`config.mk`:
```
export PLATFORM = sky130hd
export DESIGN_NAME = cpm_device_flat
export DESIGN_NICKNAME = d
export VERILOG_FILES = /design/src/hw/cpm_pkg.sv /design/src/hw/cpm_link_if.sv /design/src/hw/cpm_tick.sv /design/src/hw/cpm_device.sv /design/src/flat_wrapper.sv
export VERILOG_INCLUDE_DIRS = /design/src /design/src/hw
export SDC_FILE = /design/constraint.sdc
export NUM_CORES = 1
export LEC_CHECK = 0
export BUFFER_PORTS_ARGS = -buffer_cell sky130_fd_sc_hd__clkbuf_2
export CAP_MARGIN = 20
export CELL_PAD_IN_SITES_DETAIL_PLACEMENT = 1
export CELL_PAD_IN_SITES_GLOBAL_PLACEMENT = 2
export CORE_UTILIZATION = 24
export DETAILED_ROUTE_END_ITERATION = 7
export PLACE_DENSITY = 0.89
export SYNTH_ARGS = -nofsm -noshare
export SYNTH_HDL_FRONTEND = slang
export SYNTH_SLANG_ARGS = --single-unit
```
`constraint.sdc`:
```
create_clock -name clock -period 2.6 [get_ports clock]
set_input_delay 0 -clock clock [delete_from_list [all_inputs] [get_ports clock]]
set_output_delay 0 -clock clock [all_outputs]
set_load 0.02 [all_outputs]
```
`src/hw/cpm_cfg.svh`:
```
// constants of the can parameter map: identifier fields, prefixes, groups,
// field positions, reset values and timing
// assumes a 29-bit extended identifier and an 8-byte data field
`ifndef CPM_CFG_SVH
`define CPM_CFG_SVH

// identifier: [28:24] priority, [23:8] group number, [7:0] source address
`define CPM_PRIO 5'h18
`define CPM_HOST_SA 8'h70
`define CPM_DEV_SA 8'h00
`define CPM_ID_PRIO_LSB 24
`define CPM_ID_PGN_LSB 8

// two-byte prefixes, values arbitrary
`define CPM_TX_PFX0 8'h5A
`define CPM_TX_PFX1 8'h3C
`define CPM_RX_PFX0 8'h5B
`define CPM_RX_PFX1 8'h3C

// group numbers
`define CPM_PGN_SPEED 16'hFF90
`define CPM_PGN_MIN_RPM 16'hFF91
`define CPM_PGN_MAX_RPM 16'hFF92
`define CPM_PGN_ANALOG 16'hFF93
`define CPM_PGN_HOURS 16'hFF94
`define CPM_PGN_STATE 16'hFF95
`define CPM_PGN_RUN 16'hFF96
`define CPM_PGN_MODE 16'hFF97
`define CPM_PGN_MAN_ONLY 16'hFF98
`define CPM_PGN_PRE1 16'hFF99
`define CPM_PGN_SAVE 16'hFFBB
`define CPM_GROUPS 4'hA

// field positions within the data field, bit 0 = lsb of byte 0
`define CPM_FLD0_LSB 16
`define CPM_FLD1_LSB 32
`define CPM_FLD2_LSB 48
`define CPM_TMR_LSB 24
`define CPM_BIT_RUN 16
`define CPM_BIT_MODE 16
`define CPM_BIT_MAN_ONLY 17
`define CPM_BIT_PRE1 18
`define CPM_BIT_SAVE 16

// reset values of writable settings
`define CPM_RST_MIN_RPM 16'h0000
`define CPM_RST_MAX_RPM 16'hFFFF

// broadcast period
`define CPM_PERIOD_NS 1000000000
`define CPM_CLK_NS 25

`endif

```
`src/hw/cpm_pkg.sv`:
```
// types shared by both ends of the can parameter map
// assumes cpm_cfg.svh for all numeric constants
package cpm_pkg;
	typedef logic [28:0] cpm_id_type;
	typedef logic [63:0] cpm_data_type;
	typedef logic [15:0] cpm_pgn_type;
	typedef logic [47:0] cpm_payload_type;
	typedef enum logic [1:0] {
		CPM_IDLE = 2'b01,
		CPM_SEND = 2'b10
	} cpm_tx_state_type;
endpackage : cpm_pkg

```
`src/hw/cpm_link_if.sv`:
```
// frame-level link between the device end and the remote node
// assumes both ends share one clock; valid/ready handshake per frame
`timescale 1ns/1ps
`default_nettype none
interface cpm_link_if;
	import cpm_pkg::*;
	// device to remote
	logic d2h_valid;
	logic d2h_ready;
	cpm_id_type d2h_id;
	cpm_data_type d2h_data;
	// remote to device
	logic h2d_valid;
	logic h2d_ready;
	cpm_id_type h2d_id;
	cpm_data_type h2d_data;

	modport dev (
		output d2h_valid, d2h_id, d2h_data, h2d_ready,
		input d2h_ready, h2d_valid, h2d_id, h2d_data
	);
	modport host (
		input d2h_valid, d2h_id, d2h_data, h2d_ready,
		output d2h_ready, h2d_valid, h2d_id, h2d_data
	);
endinterface : cpm_link_if
`default_nettype wire

```
`src/hw/cpm_tick.sv`:
```
// periodic one-cycle tick, counting only while enabled
// assumes cycles is at least 2
`timescale 1ns/1ps
`default_nettype none
module cpm_tick #(
	parameter int unsigned CYCLES = 40000000
) (
	// clock and reset
	input wire logic clock,
	input wire logic srst,
	// control
	input wire logic enable,
	output logic tick
);
	import cpm_pkg::*;

	logic [31:0] count_q;

	always_ff @(posedge clock) begin
		if (srst || !enable) begin
			count_q <= 32'h00000000;
			tick <= 1'b0;
		end else if (count_q == CYCLES - 1) begin
			count_q <= 32'h00000000;
			tick <= 1'b1;
		end else begin
			count_q <= count_q + 32'h00000001;
			tick <= 1'b0;
		end
	end
endmodule : cpm_tick
`default_nettype wire

```
`src/hw/cpm_device.sv`:
```
// device end of the can parameter map: broadcasts status groups once a
// second and takes command and setpoint groups from the remote node
// assumes the can controller below delivers whole frames on the link
//
// Operation
// fields are raw integers, scale one, offset zero
// sent groups open with the outbound prefix
// remote writes reuse group, use inbound prefix
// remote frames carry priority 18 hex
// remote frames carry source address 70 hex
// save bit 16 set commits settings
// next save needs the bit back at zero
// broadcast all groups once per second
// silent and deaf while comms disabled
// writable minimum speed in bits 16-31
// writable maximum speed in bits 16-31
// voltage in tenths, bits 16-31, read-only
// oil pressure 32-47, temperature 48-63
// state code 16-23, state timer follows
// bit 16 auto run command, readable
// bit 16 selects manual or auto
// bit 17 locks operation to manual
// bit 18 prestart 1 auto-only option
// auto-only one gates prestart in manual
// writes to read-only groups are ignored
// multi-byte fields least significant byte first
`timescale 1ns/1ps
`default_nettype none
`include "cpm_cfg.svh"
module cpm_device #(
	parameter int unsigned TICK_CYCLES = `CPM_PERIOD_NS / `CPM_CLK_NS
) (
	// clock and reset
	input wire logic clock,
	input wire logic srst,
	// link
	cpm_link_if.dev link,
	// controller status
	input wire logic comm_enable,
	input wire logic [15:0] engine_rpm,
	input wire logic [15:0] target_rpm,
	input wire logic [15:0] volts_tenths,
	input wire logic [15:0] oil_kpa,
	input wire logic [15:0] engine_temp,
	input wire logic [31:0] engine_hours,
	input wire logic [15:0] fuel_level,
	input wire logic [7:0] state_code,
	input wire logic [15:0] state_timer,
	input wire logic prestart1_req,
	// settings and commands
	output logic [15:0] min_rpm_q,
	output logic [15:0] max_rpm_q,
	output logic run_cmd_q,
	output logic auto_mode_q,
	output logic manual_only_q,
	output logic pre1_auto_only_q,
	output logic auto_active_q,
	output logic run_active_q,
	output logic prestart1_out_q,
	output logic save_pulse_q
);
	import cpm_pkg::*;

	// ======================================================================
	// broadcast timing
	// ======================================================================
	logic tick;

	cpm_tick #(
		.CYCLES(TICK_CYCLES)
	) u_tick (
		.clock(clock),
		.srst(srst),
		.enable(comm_enable),
		.tick(tick)
	);

	// ======================================================================
	// frame building
	// ======================================================================
	function automatic cpm_pgn_type pgn_of(input logic [3:0] idx);
		unique case (idx)
			4'h0: pgn_of = `CPM_PGN_SPEED;
			4'h1: pgn_of = `CPM_PGN_MIN_RPM;
			4'h2: pgn_of = `CPM_PGN_MAX_RPM;
			4'h3: pgn_of = `CPM_PGN_ANALOG;
			4'h4: pgn_of = `CPM_PGN_HOURS;
			4'h5: pgn_of = `CPM_PGN_STATE;
			4'h6: pgn_of = `CPM_PGN_RUN;
			4'h7: pgn_of = `CPM_PGN_MODE;
			4'h8: pgn_of = `CPM_PGN_MAN_ONLY;
			default: pgn_of = `CPM_PGN_PRE1;
		endcase
	endfunction : pgn_of

	function automatic cpm_data_type data_of(input logic [3:0] idx);
		cpm_data_type d;
		d = 64'h0000000000000000;
		d[7:0] = `CPM_TX_PFX0;
		d[15:8] = `CPM_TX_PFX1;
		// values go out unscaled, low byte in the lower byte slot
		unique case (idx)
			4'h0: begin
				d[`CPM_FLD0_LSB +: 16] = engine_rpm;
				d[`CPM_FLD1_LSB +: 16] = target_rpm;
			end
			4'h1: d[`CPM_FLD0_LSB +: 16] = min_rpm_q;
			4'h2: d[`CPM_FLD0_LSB +: 16] = max_rpm_q;
			4'h3: begin
				d[`CPM_FLD0_LSB +: 16] = volts_tenths;
				d[`CPM_FLD1_LSB +: 16] = oil_kpa;
				d[`CPM_FLD2_LSB +: 16] = engine_temp;
			end
			4'h4: begin
				d[`CPM_FLD0_LSB +: 32] = engine_hours;
				d[`CPM_FLD2_LSB +: 16] = fuel_level;
			end
			4'h5: begin
				d[`CPM_FLD0_LSB +: 8] = state_code;
				d[`CPM_TMR_LSB +: 16] = state_timer;
			end
			4'h6: d[`CPM_BIT_RUN] = run_cmd_q;
			4'h7: d[`CPM_BIT_MODE] = auto_mode_q;
			4'h8: d[`CPM_BIT_MAN_ONLY] = manual_only_q;
			default: d[`CPM_BIT_PRE1] = pre1_auto_only_q;
		endcase
		data_of = d;
	endfunction : data_of

	function automatic cpm_id_type id_of(input logic [3:0] idx);
		id_of = {`CPM_PRIO, pgn_of(idx), `CPM_DEV_SA};
	endfunction : id_of

	// ======================================================================
	// transmit sequencer
	// ======================================================================
	cpm_tx_state_type tx_state_q;
	logic [3:0] tx_idx_q;
	logic last_group;

	assign last_group = (tx_idx_q == `CPM_GROUPS - 4'h1);

	always_ff @(posedge clock) begin
		if (srst) begin
			tx_state_q <= CPM_IDLE;
			tx_idx_q <= 4'h0;
			link.d2h_valid <= 1'b0;
			link.d2h_id <= '0;
			link.d2h_data <= '0;
		end else begin
			unique case (tx_state_q)
				CPM_IDLE: begin
					if (tick && comm_enable) begin
						tx_state_q <= CPM_SEND;
						tx_idx_q <= 4'h0;
						link.d2h_valid <= 1'b1;
						link.d2h_id <= id_of(4'h0);
						link.d2h_data <= data_of(4'h0);
					end
				end
				CPM_SEND: begin
					if (!comm_enable) begin
						tx_state_q <= CPM_IDLE;
						link.d2h_valid <= 1'b0;
					end else if (link.d2h_ready) begin
						if (last_group) begin
							tx_state_q <= CPM_IDLE;
							link.d2h_valid <= 1'b0;
						end else begin
							tx_idx_q <= tx_idx_q + 4'h1;
							link.d2h_id <= id_of(tx_idx_q + 4'h1);
							link.d2h_data <= data_of(tx_idx_q + 4'h1);
						end
					end
				end
			endcase
		end
	end

	// ======================================================================
	// receive filter
	// ======================================================================
	logic rx_take;
	cpm_pgn_type rx_pgn;
	cpm_data_type rx_data;

	assign rx_pgn = link.h2d_id[`CPM_ID_PGN_LSB +: 16];
	assign rx_data = link.h2d_data;
	assign rx_take = link.h2d_valid && link.h2d_ready && comm_enable
		&& link.h2d_id[`CPM_ID_PRIO_LSB +: 5] == `CPM_PRIO
		&& link.h2d_id[7:0] == `CPM_HOST_SA
		&& rx_data[7:0] == `CPM_RX_PFX0
		&& rx_data[15:8] == `CPM_RX_PFX1;

	always_ff @(posedge clock) begin
		if (srst) begin
			link.h2d_ready <= 1'b0;
		end else begin
			link.h2d_ready <= 1'b1;
		end
	end

	// ======================================================================
	// writable settings
	// ======================================================================
	always_ff @(posedge clock) begin
		if (srst) begin
			min_rpm_q <= `CPM_RST_MIN_RPM;
			max_rpm_q <= `CPM_RST_MAX_RPM;
			run_cmd_q <= 1'b0;
			auto_mode_q <= 1'b0;
			manual_only_q <= 1'b0;
			pre1_auto_only_q <= 1'b0;
		end else if (rx_take) begin
			case (rx_pgn)
				`CPM_PGN_MIN_RPM:
					min_rpm_q <= rx_data[`CPM_FLD0_LSB +: 16];
				`CPM_PGN_MAX_RPM:
					max_rpm_q <= rx_data[`CPM_FLD0_LSB +: 16];
				`CPM_PGN_RUN: run_cmd_q <= rx_data[`CPM_BIT_RUN];
				`CPM_PGN_MODE: auto_mode_q <= rx_data[`CPM_BIT_MODE];
				`CPM_PGN_MAN_ONLY:
					manual_only_q <= rx_data[`CPM_BIT_MAN_ONLY];
				`CPM_PGN_PRE1:
					pre1_auto_only_q <= rx_data[`CPM_BIT_PRE1];
				default: begin
					// read-only and unknown groups leave everything as is
					min_rpm_q <= min_rpm_q;
				end
			endcase
		end
	end

	// ======================================================================
	// save command
	// ======================================================================
	logic save_armed_q;

	always_ff @(posedge clock) begin
		if (srst) begin
			save_armed_q <= 1'b1;
			save_pulse_q <= 1'b0;
		end else begin
			save_pulse_q <= 1'b0;
			if (rx_take && rx_pgn == `CPM_PGN_SAVE) begin
				if (!rx_data[`CPM_BIT_SAVE]) begin
					save_armed_q <= 1'b1;
				end else if (save_armed_q) begin
					save_pulse_q <= 1'b1;
					save_armed_q <= 1'b0;
				end
			end
		end
	end

	// ======================================================================
	// effective operating outputs
	// ======================================================================
	logic auto_eff;

	assign auto_eff = auto_mode_q && !manual_only_q;

	always_ff @(posedge clock) begin
		if (srst) begin
			auto_active_q <= 1'b0;
			run_active_q <= 1'b0;
			prestart1_out_q <= 1'b0;
		end else begin
			auto_active_q <= auto_eff;
			run_active_q <= run_cmd_q && auto_eff;
			prestart1_out_q <= prestart1_req
				&& (auto_eff || !pre1_auto_only_q);
		end
	end
endmodule : cpm_device
`default_nettype wire

```
`src/flat_wrapper.sv`:
```
// flat-port wrapper written by rule: the top's interface ports become plain ports
module cpm_device_flat import cpm_pkg::*;
#(
	parameter int unsigned TICK_CYCLES = `CPM_PERIOD_NS / `CPM_CLK_NS
)
  (clock, srst, comm_enable, engine_rpm, target_rpm, volts_tenths, oil_kpa, engine_temp, engine_hours, fuel_level, state_code, state_timer, prestart1_req, min_rpm_q, max_rpm_q, run_cmd_q, auto_mode_q, manual_only_q, pre1_auto_only_q, auto_active_q, run_active_q, prestart1_out_q, save_pulse_q, link_d2h_valid, link_d2h_id, link_d2h_data, link_h2d_ready, link_d2h_ready, link_h2d_valid, link_h2d_id, link_h2d_data);
  cpm_link_if link_i ();
  input wire logic clock;
  input wire logic srst;
  input wire logic comm_enable;
  input wire logic [15:0] engine_rpm;
  input wire logic [15:0] target_rpm;
  input wire logic [15:0] volts_tenths;
  input wire logic [15:0] oil_kpa;
  input wire logic [15:0] engine_temp;
  input wire logic [31:0] engine_hours;
  input wire logic [15:0] fuel_level;
  input wire logic [7:0] state_code;
  input wire logic [15:0] state_timer;
  input wire logic prestart1_req;
  output logic [15:0] min_rpm_q;
  output logic [15:0] max_rpm_q;
  output logic run_cmd_q;
  output logic auto_mode_q;
  output logic manual_only_q;
  output logic pre1_auto_only_q;
  output logic auto_active_q;
  output logic run_active_q;
  output logic prestart1_out_q;
  output logic save_pulse_q;
  output wire logic [$bits(link_i.d2h_valid)-1:0] link_d2h_valid;
  output wire logic [$bits(link_i.d2h_id)-1:0] link_d2h_id;
  output wire logic [$bits(link_i.d2h_data)-1:0] link_d2h_data;
  output wire logic [$bits(link_i.h2d_ready)-1:0] link_h2d_ready;
  input wire logic [$bits(link_i.d2h_ready)-1:0] link_d2h_ready;
  input wire logic [$bits(link_i.h2d_valid)-1:0] link_h2d_valid;
  input wire logic [$bits(link_i.h2d_id)-1:0] link_h2d_id;
  input wire logic [$bits(link_i.h2d_data)-1:0] link_h2d_data;
  assign link_d2h_valid = link_i.d2h_valid;
  assign link_d2h_id = link_i.d2h_id;
  assign link_d2h_data = link_i.d2h_data;
  assign link_h2d_ready = link_i.h2d_ready;
  assign link_i.d2h_ready = link_d2h_ready;
  assign link_i.h2d_valid = link_h2d_valid;
  assign link_i.h2d_id = link_h2d_id;
  assign link_i.h2d_data = link_h2d_data;
  cpm_device #(.TICK_CYCLES(TICK_CYCLES)) u_core (.clock(clock), .srst(srst), .link(link_i), .comm_enable(comm_enable), .engine_rpm(engine_rpm), .target_rpm(target_rpm), .volts_tenths(volts_tenths), .oil_kpa(oil_kpa), .engine_temp(engine_temp), .engine_hours(engine_hours), .fuel_level(fuel_level), .state_code(state_code), .state_timer(state_timer), .prestart1_req(prestart1_req), .min_rpm_q(min_rpm_q), .max_rpm_q(max_rpm_q), .run_cmd_q(run_cmd_q), .auto_mode_q(auto_mode_q), .manual_only_q(manual_only_q), .pre1_auto_only_q(pre1_auto_only_q), .auto_active_q(auto_active_q), .run_active_q(run_active_q), .prestart1_out_q(prestart1_out_q), .save_pulse_q(save_pulse_q));
endmodule
```
======== Word level (Yosys, flattened, before mapping) ========
Memory sizes are Yosys's and may differ from the RTL's.
Cells that the tools add are included.
storage, ports and cells
  register bits after elaboration ......... 175
  memory bits (read-only) ................. 64
  bits of input ports ..................... 251
  output and inout port bits .............. 135
  logic and storage cells ................. 117
  memories ................................ 1
memories
  memory           depth  bits a word  read ports  clocked after Yosys merged registers in  write ports  RTL line          source
  (no name shown)  16     4            1           0                                        0            cpm_device.sv:82  unique case (idx)
operators by class
  add/subtract/negate cells ............... 2
  equality and inequality tests ........... 29
  mux-type cells .......................... 36
  bitwise logic cells ..................... 2
  reduce and logical (&&, ||, !) cells .... 28
operators with widths
  operator                                         count
  2-to-1 mux 64 bit                                4
  one-hot mux 64 bit (2 select lines)              1
  2-to-1 mux 29 bit                                4
  == test 16 bit, second input constant            7
  one-hot mux 13 bit (6 select lines)              1
  one-hot mux 29 bit (2 select lines)              1
  adder 32 x 1 -> 32 bit, second input constant    1
  == test 32 x 26 -> 1 bit, second input constant  1
  one-hot mux 16 bit (2 select lines)              1
  one-hot mux 8 bit (4 select lines)               1
  one-hot mux 8 bit (3 select lines)               1
  == test 4 x 3 -> 1 bit, second input constant    4
  == test 8 x 7 -> 1 bit, second input constant    2
  2-to-1 mux 4 bit                                 4
  one-hot mux 1 bit (7 select lines)               2
  AND reduction 2 bit                              6
  logical AND 1 bit                                11
  == test 4 x 2 -> 1 bit, second input constant    2
  == test 4 bit, second input constant             2
  == test 8 x 6 -> 1 bit, second input constant    1
  2-to-1 mux 1 bit                                 8
  2-to-1 mux 2 bit                                 4
  one-hot mux 1 bit (8 select lines)               1
  one-hot mux 4 bit (2 select lines)               1
  19 further kinds                                 26

======== Longest topological paths before layout ========
  depth in word-level cells ............... 9
  depth in mapped cells ................... 11
  mapped depth without buffers ............ 7

======== Cells and area by module ========
A second synthesis with hierarchy kept.
second synthesis, totals
  cell total of the unflattened synthesis .. 845
  area, all modules ....................... 7176.9 um2
modules (own cells, without submodules)
  module      instances  cells each  area an instance (um2)  sequential area each (um2)
  cpm_device  1          642         5338.9                  2001.9
  cpm_tick    1          203         1838.0                  660.6

======== Least setup slack after synthesis ========
Ideal clock, no wire load.
  kind .................................... reg2reg
  start ................................... register u_core.tx_idx_q[0]
  end ..................................... register u_core.link.d2h_data[26]
  library setup time ...................... 0.136 ns
  arrival ................................. 2.257 ns
  data required time ...................... 2.464 ns
  path slack .............................. 0.207 ns
  stages on the path, launching flop included .. 12
  buffers on the path ..................... 4
  period minus slack after synthesis ...... 2.393 ns
  cell sequence ........................... dfxtp_1 -> buf_2 -> inv_1 -> ha_1 -> and2_1 -> a41o_1 -> clkbuf_1 -> buf_2 -> buf_2 -> a22o_1 -> a211oi_1 -> o32ai_1
on the way
  longest elaborated chain between the ends .. 7
  elaborated cells between the ends (all ways) .. 15
  classes of those cells .................. add/sub (1); eq/ne (7); mux (5); reduce/logical (2)
RTL lines
  element                                         RTL line           source
  start, declared                                 cpm_device.sv:138  logic [3:0] tx_idx_q;
  start signal, assigned                          cpm_device.sv:170  tx_idx_q <= tx_idx_q + 4'h1;
  adder 4 x 1 -> 4 bit                            cpm_device.sv:172  link.d2h_data <= data_of(tx_idx_q + 4'h1);
  == test 4 x 3 -> 1 bit (tied with other cells)  cpm_device.sv:102  unique case (idx)
  one-hot mux 13 bit (6 select lines)             cpm_device.sv:102
  2-to-1 mux 64 bit                               cpm_device.sv:166  if (last_group) begin
  2-to-1 mux 64 bit                               cpm_device.sv:165  end else if (link.d2h_ready) begin
  2-to-1 mux 64 bit                               cpm_device.sv:162  if (!comm_enable) begin
  one-hot mux 64 bit (2 select lines)             cpm_device.sv:151  unique case (tx_state_q)
  end signal, assigned                            cpm_device.sv:158  link.d2h_data <= data_of(4'h0);
  end signal, assigned                            cpm_device.sv:172
  end, declared                                   cpm_link_if.sv:19  output d2h_valid, d2h_id, d2h_data, h2d_ready,
Parallel ways exist; a longest one is shown, timed or not. The select of a mux whose other input is x is not followed.
A chain may end at the register's enable or synchronous reset.

======== Worst setup path in the final report ========
  start ................................... register u_core.tx_idx_q[0]
  end ..................................... register u_core.link.d2h_data[56]
on the way
  longest elaborated chain between the ends .. 7
  elaborated cells between the ends (all ways) .. 11
  classes of those cells .................. add/sub (1); eq/ne (4); mux (5); reduce/logical (1)
RTL lines
  element                                                                  RTL line
  adder 4 x 1 -> 4 bit                                                     cpm_device.sv:172
  == test 4 x 3 -> 1 bit / == test 4 x 2 -> 1 bit (equally long branches)  cpm_device.sv:102
  one-hot mux 16 bit (2 select lines)                                      cpm_device.sv:102
  2-to-1 mux 64 bit                                                        cpm_device.sv:166
  2-to-1 mux 64 bit                                                        cpm_device.sv:165
  2-to-1 mux 64 bit                                                        cpm_device.sv:162
  one-hot mux 64 bit (2 select lines)                                      cpm_device.sv:151
Parallel ways exist; a longest one is shown, timed or not. The select of a mux whose other input is x is not followed.

==> results.py <==
metrics = {
    "setup_path": {
        "crit_slowest_cell": "o41ai_4",
        "crit_start": "u_core.tx_idx_q[0]",
        "end_kind": "flip-flop",
        "worstPathCellList": "ha_1, buf_4, nand2b_1, o41ai_4, buf_12, a22o_1, a22oi_1, nor2_1",
        "cp.required_ns": 2.94,
        "start_kind": "flip-flop",
        "critical-path-max-stage-delay_ns": 0.76,
        "cp_top_family": "compound AO/OA/AOI/OAI gates",
        "r2r_start": "u_core.tx_idx_q[0]",
        "critPathKind": "flip-flop to flip-flop",
        "crit_buf_inv": 2,
        "cp.arrival_ns": 2.80,
        "critPathMaxFanout": 16,
        "ff2ff_setup_slack_ns": 0.14,
    },
    "global_routing": {
        "grt_usage": 0.212,
        "antenna_found_initial": 2,
        "grt_max_degree": 95,
        "grt_pass1_vias": 9104,
        "grt_pass1_wl_um": 50500,
        "grt_overflow": 0,
    },
    "drt": {
        "drc": 0,
        "vias": 8659,
        "wl_per_cell_um": 19.7,
        "drt-total-wl_um": 33600,
        "ant_nets": 0,
        "viasPerCell": 5.08,
        "dr.first_iter.drc_count": 405,
        "firstDrtPassIters": 8,
    },
    "floorplan": {
        "placementRows": 63,
        "ioPinCount": 386,
        "start_util": 0.244,
        "die_w_um": 175,
        "die_y_um": 175,
        "dieArea_um2": 30700,
        "coreArea_um2": 29600,
    },
    "run": {
        "maxCapViolations": 0,
    },
    "yosys": {
        "ys_types": 76,
        "syn_area_um2": 7200,
        "synth_area_leader_cell": "dfxtp_1",
        "synth_flop_cell": "dfxtp_1",
        "synth_edf_count": 0,
        "syn_area_per_cell_um2": 8.56,
        "synth_seq_cells": 133,
        "ys_top_cells_by_area": "dfxtp_1, nor2_1, a22o_1",
        "seq_area_frac_synth": 0.370,
        "syn_inst": 841,
        "synth_top_area_share": 0.370,
        "async_reset_ff_frac": 0,
        "yosysWarnings": 0,
    },
    "cts": {
        "cts_tree": "built",
        "cts_max_path_buffers": 2,
        "cts-root-buf": "clkbuf_16",
        "clk_pin_slew_ns": 0.06,
        "ctsHtreeMaxLevel": 4,
        "clock_latency_ns": 0.43,
        "clock_sinks": 133,
        "cts_made_buffers": 17,
    },
    "sta": {
        "hold_viol": 0,
        "min_period_ns": 2.46,
        "max_freq_mhz": 407,
        "worst_pin_slew_ns": 1.08,
        "drv_slew": 0,
        "finalCritPeriodShare": 0.945,
        "setup_viol": 0,
        "max_slew_margin": 0.279,
        "rsz0062_at_grt": "false",
        "finalSetupTns_ns": 0,
        "skew_ns": 0.0161,
    },
    "power": {
        "p_int_mw": 4.24,
        "p_total_mw": 5.86,
        "seq_power_share": 0.372,
        "clkPwrFrac": 0.452,
        "vdd_drop_max_mv": 0.434,
        "switching_share": 0.276,
        "p_leak_nw": 4.84,
        "powerDensity_nw_per_um2": 515,
        "p_comb_frac": 0.176,
        "switchingPower_mw": 1.62,
    },
    "worst_hold_path": {
        "worstHoldStart": "link_h2d_id[10]",
        "hold_path.class": "input pin to flip-flop",
    },
    "layout": {
        "multi_input_area_um2": 4060,
        "layout-drive-gt1-share": 0.339,
        "nets": 1556,
        "nFillCells": 3554,
        "mostFrequentLayoutCell": "clkbuf_2",
        "final_cell_mix": "clkbuf_2, dlygate4sd3_1, dfxtp_1",
        "areaGrowthSynthToFinish_pct": 57.9,
        "stdcell_area_um2": 11400,
        "regArea_um2": 2660,
    },
    "place": {
        "placedInstanceArea_um2": 9250,
        "gp_congestion": 0.881,
        "port_buffers": 332,
        "dp_hpwl_um": 22800,
    },
    "status": {
        "status": "finished clean",
    },
}
[final timing paths]
check | to | cells past startpoint
min | u_core.run_cmd_q | 4
min reg2reg | u_core.u_tick.count_q[0] | 1
max | u_core.link.d2h_data[56] | 8
max reg2reg | u_core.link.d2h_data[56] | 8
[flip-flops by register name, summed over array words and instances, names as in the netlist, 3 cells and up]
signal                 flops
u_core.link.d2h_data      49
u_core.u_tick.count_q     32
u_core.max_rpm_q          16
u_core.min_rpm_q          16
u_core.link.d2h_id         4
u_core.tx_idx_q            3
[area by class of cell]
cell class | count | area share
timing repair buffer | 521 | 0.304
sequential | 133 | 0.234
tap | 390 | 0.0429
multi-input combinational | 612 | 0.358
clock buffer | 21 | 0.0405
clock inverter | 11 | 0.0153
inverter | 13 | 0.00429
antenna | 5 | 0.00110
[power groups by stage]
stage | clock, mW | sequential (mW) | combinational, mW
6_report | 2.65 | 2.18 | 1.03
5_1_grt | 2.81 | 2.19 | 1.10
4_1_cts | 2.71 | 2.17 | 1.00
3_5_place_dp | 0 | 2.22 | 0.831
3_3_place_gp | 0 | 2.22 | 0.815
2_1_floorplan | 0 | 2.30 | 0.416
[worst register-to-register path: cells and delay by family, from the launching register on]
| family | cells | cell delay (ns) |
|---|---|---|
| AOI/OAI and AO/OA | 3 | 1.00 |
| buffers and inverters | 2 | 0.45 |
| DFF | 1 | 0.34 |
| adders and majority gates | 1 | 0.32 |
| and+or+nand+nor | 2 | 0.27 |
[per-layer routing]
layer  wire length [um]  global-route usage
met5                  0                   0
met4                961              0.0833
met3               1890              0.0479
met2              17100               0.382
met1              13600               0.241
[metrics by stage]
step	std cells	hold WS (ns)	util	setup WS, ns
global placement	1527	0.243	0.312	0.0298
global route	1703	0.0329	0.384	0.00682
CTS	1698	0.000279	0.382	-0.0532
floorplan	861	0.152	-	0.207
detailed placement	1528	0.239	0.313	-0.126
finish	1706	0.0192	0.385	0.143
[cell usage after synthesis, types with 13 or more instances]
| library cell | n |
|---|---|
| nand2_1 | 23 |
| a22oi_1 | 39 |
| xor2_1 | 21 |
| nor2_1 | 130 |
| a22o_1 | 46 |
| dfxtp_1 | 133 |
| a21oi_1 | 51 |
| nand3_1 | 38 |
| o21ai_0 | 33 |
| mux2i_1 | 17 |
| inv_1 | 13 |
| clkbuf_1 | 46 |
| a211oi_1 | 13 |
| o32ai_1 | 14 |
| buf_4 | 43 |
| nand4_1 | 16 |
[cells by family after synthesis]
kind of cell	count (synthesis)	share of synthesized area
AOI/OAI and AO/OA	255	0.263
xor gates and xnor gates	28	0.0341
adders and majority gates	7	0.0122
buffers and inverters	116	0.0872
DFF	133	0.370
muxes	23	0.0330
other	1	0.000521
and+or+nand+nor	278	0.200
[what timing repair did]
action,4_1_cts,5_1_grt
endpoints found under the setup margin,19,48
resized for setup,2,8
gates cloned,0,0
hold buffers,138,0
endpoints found under the hold margin,87,0
pin swaps,0,2
setup buffers,0,3
No activity file was read; power rests on OpenSTA's default activity.
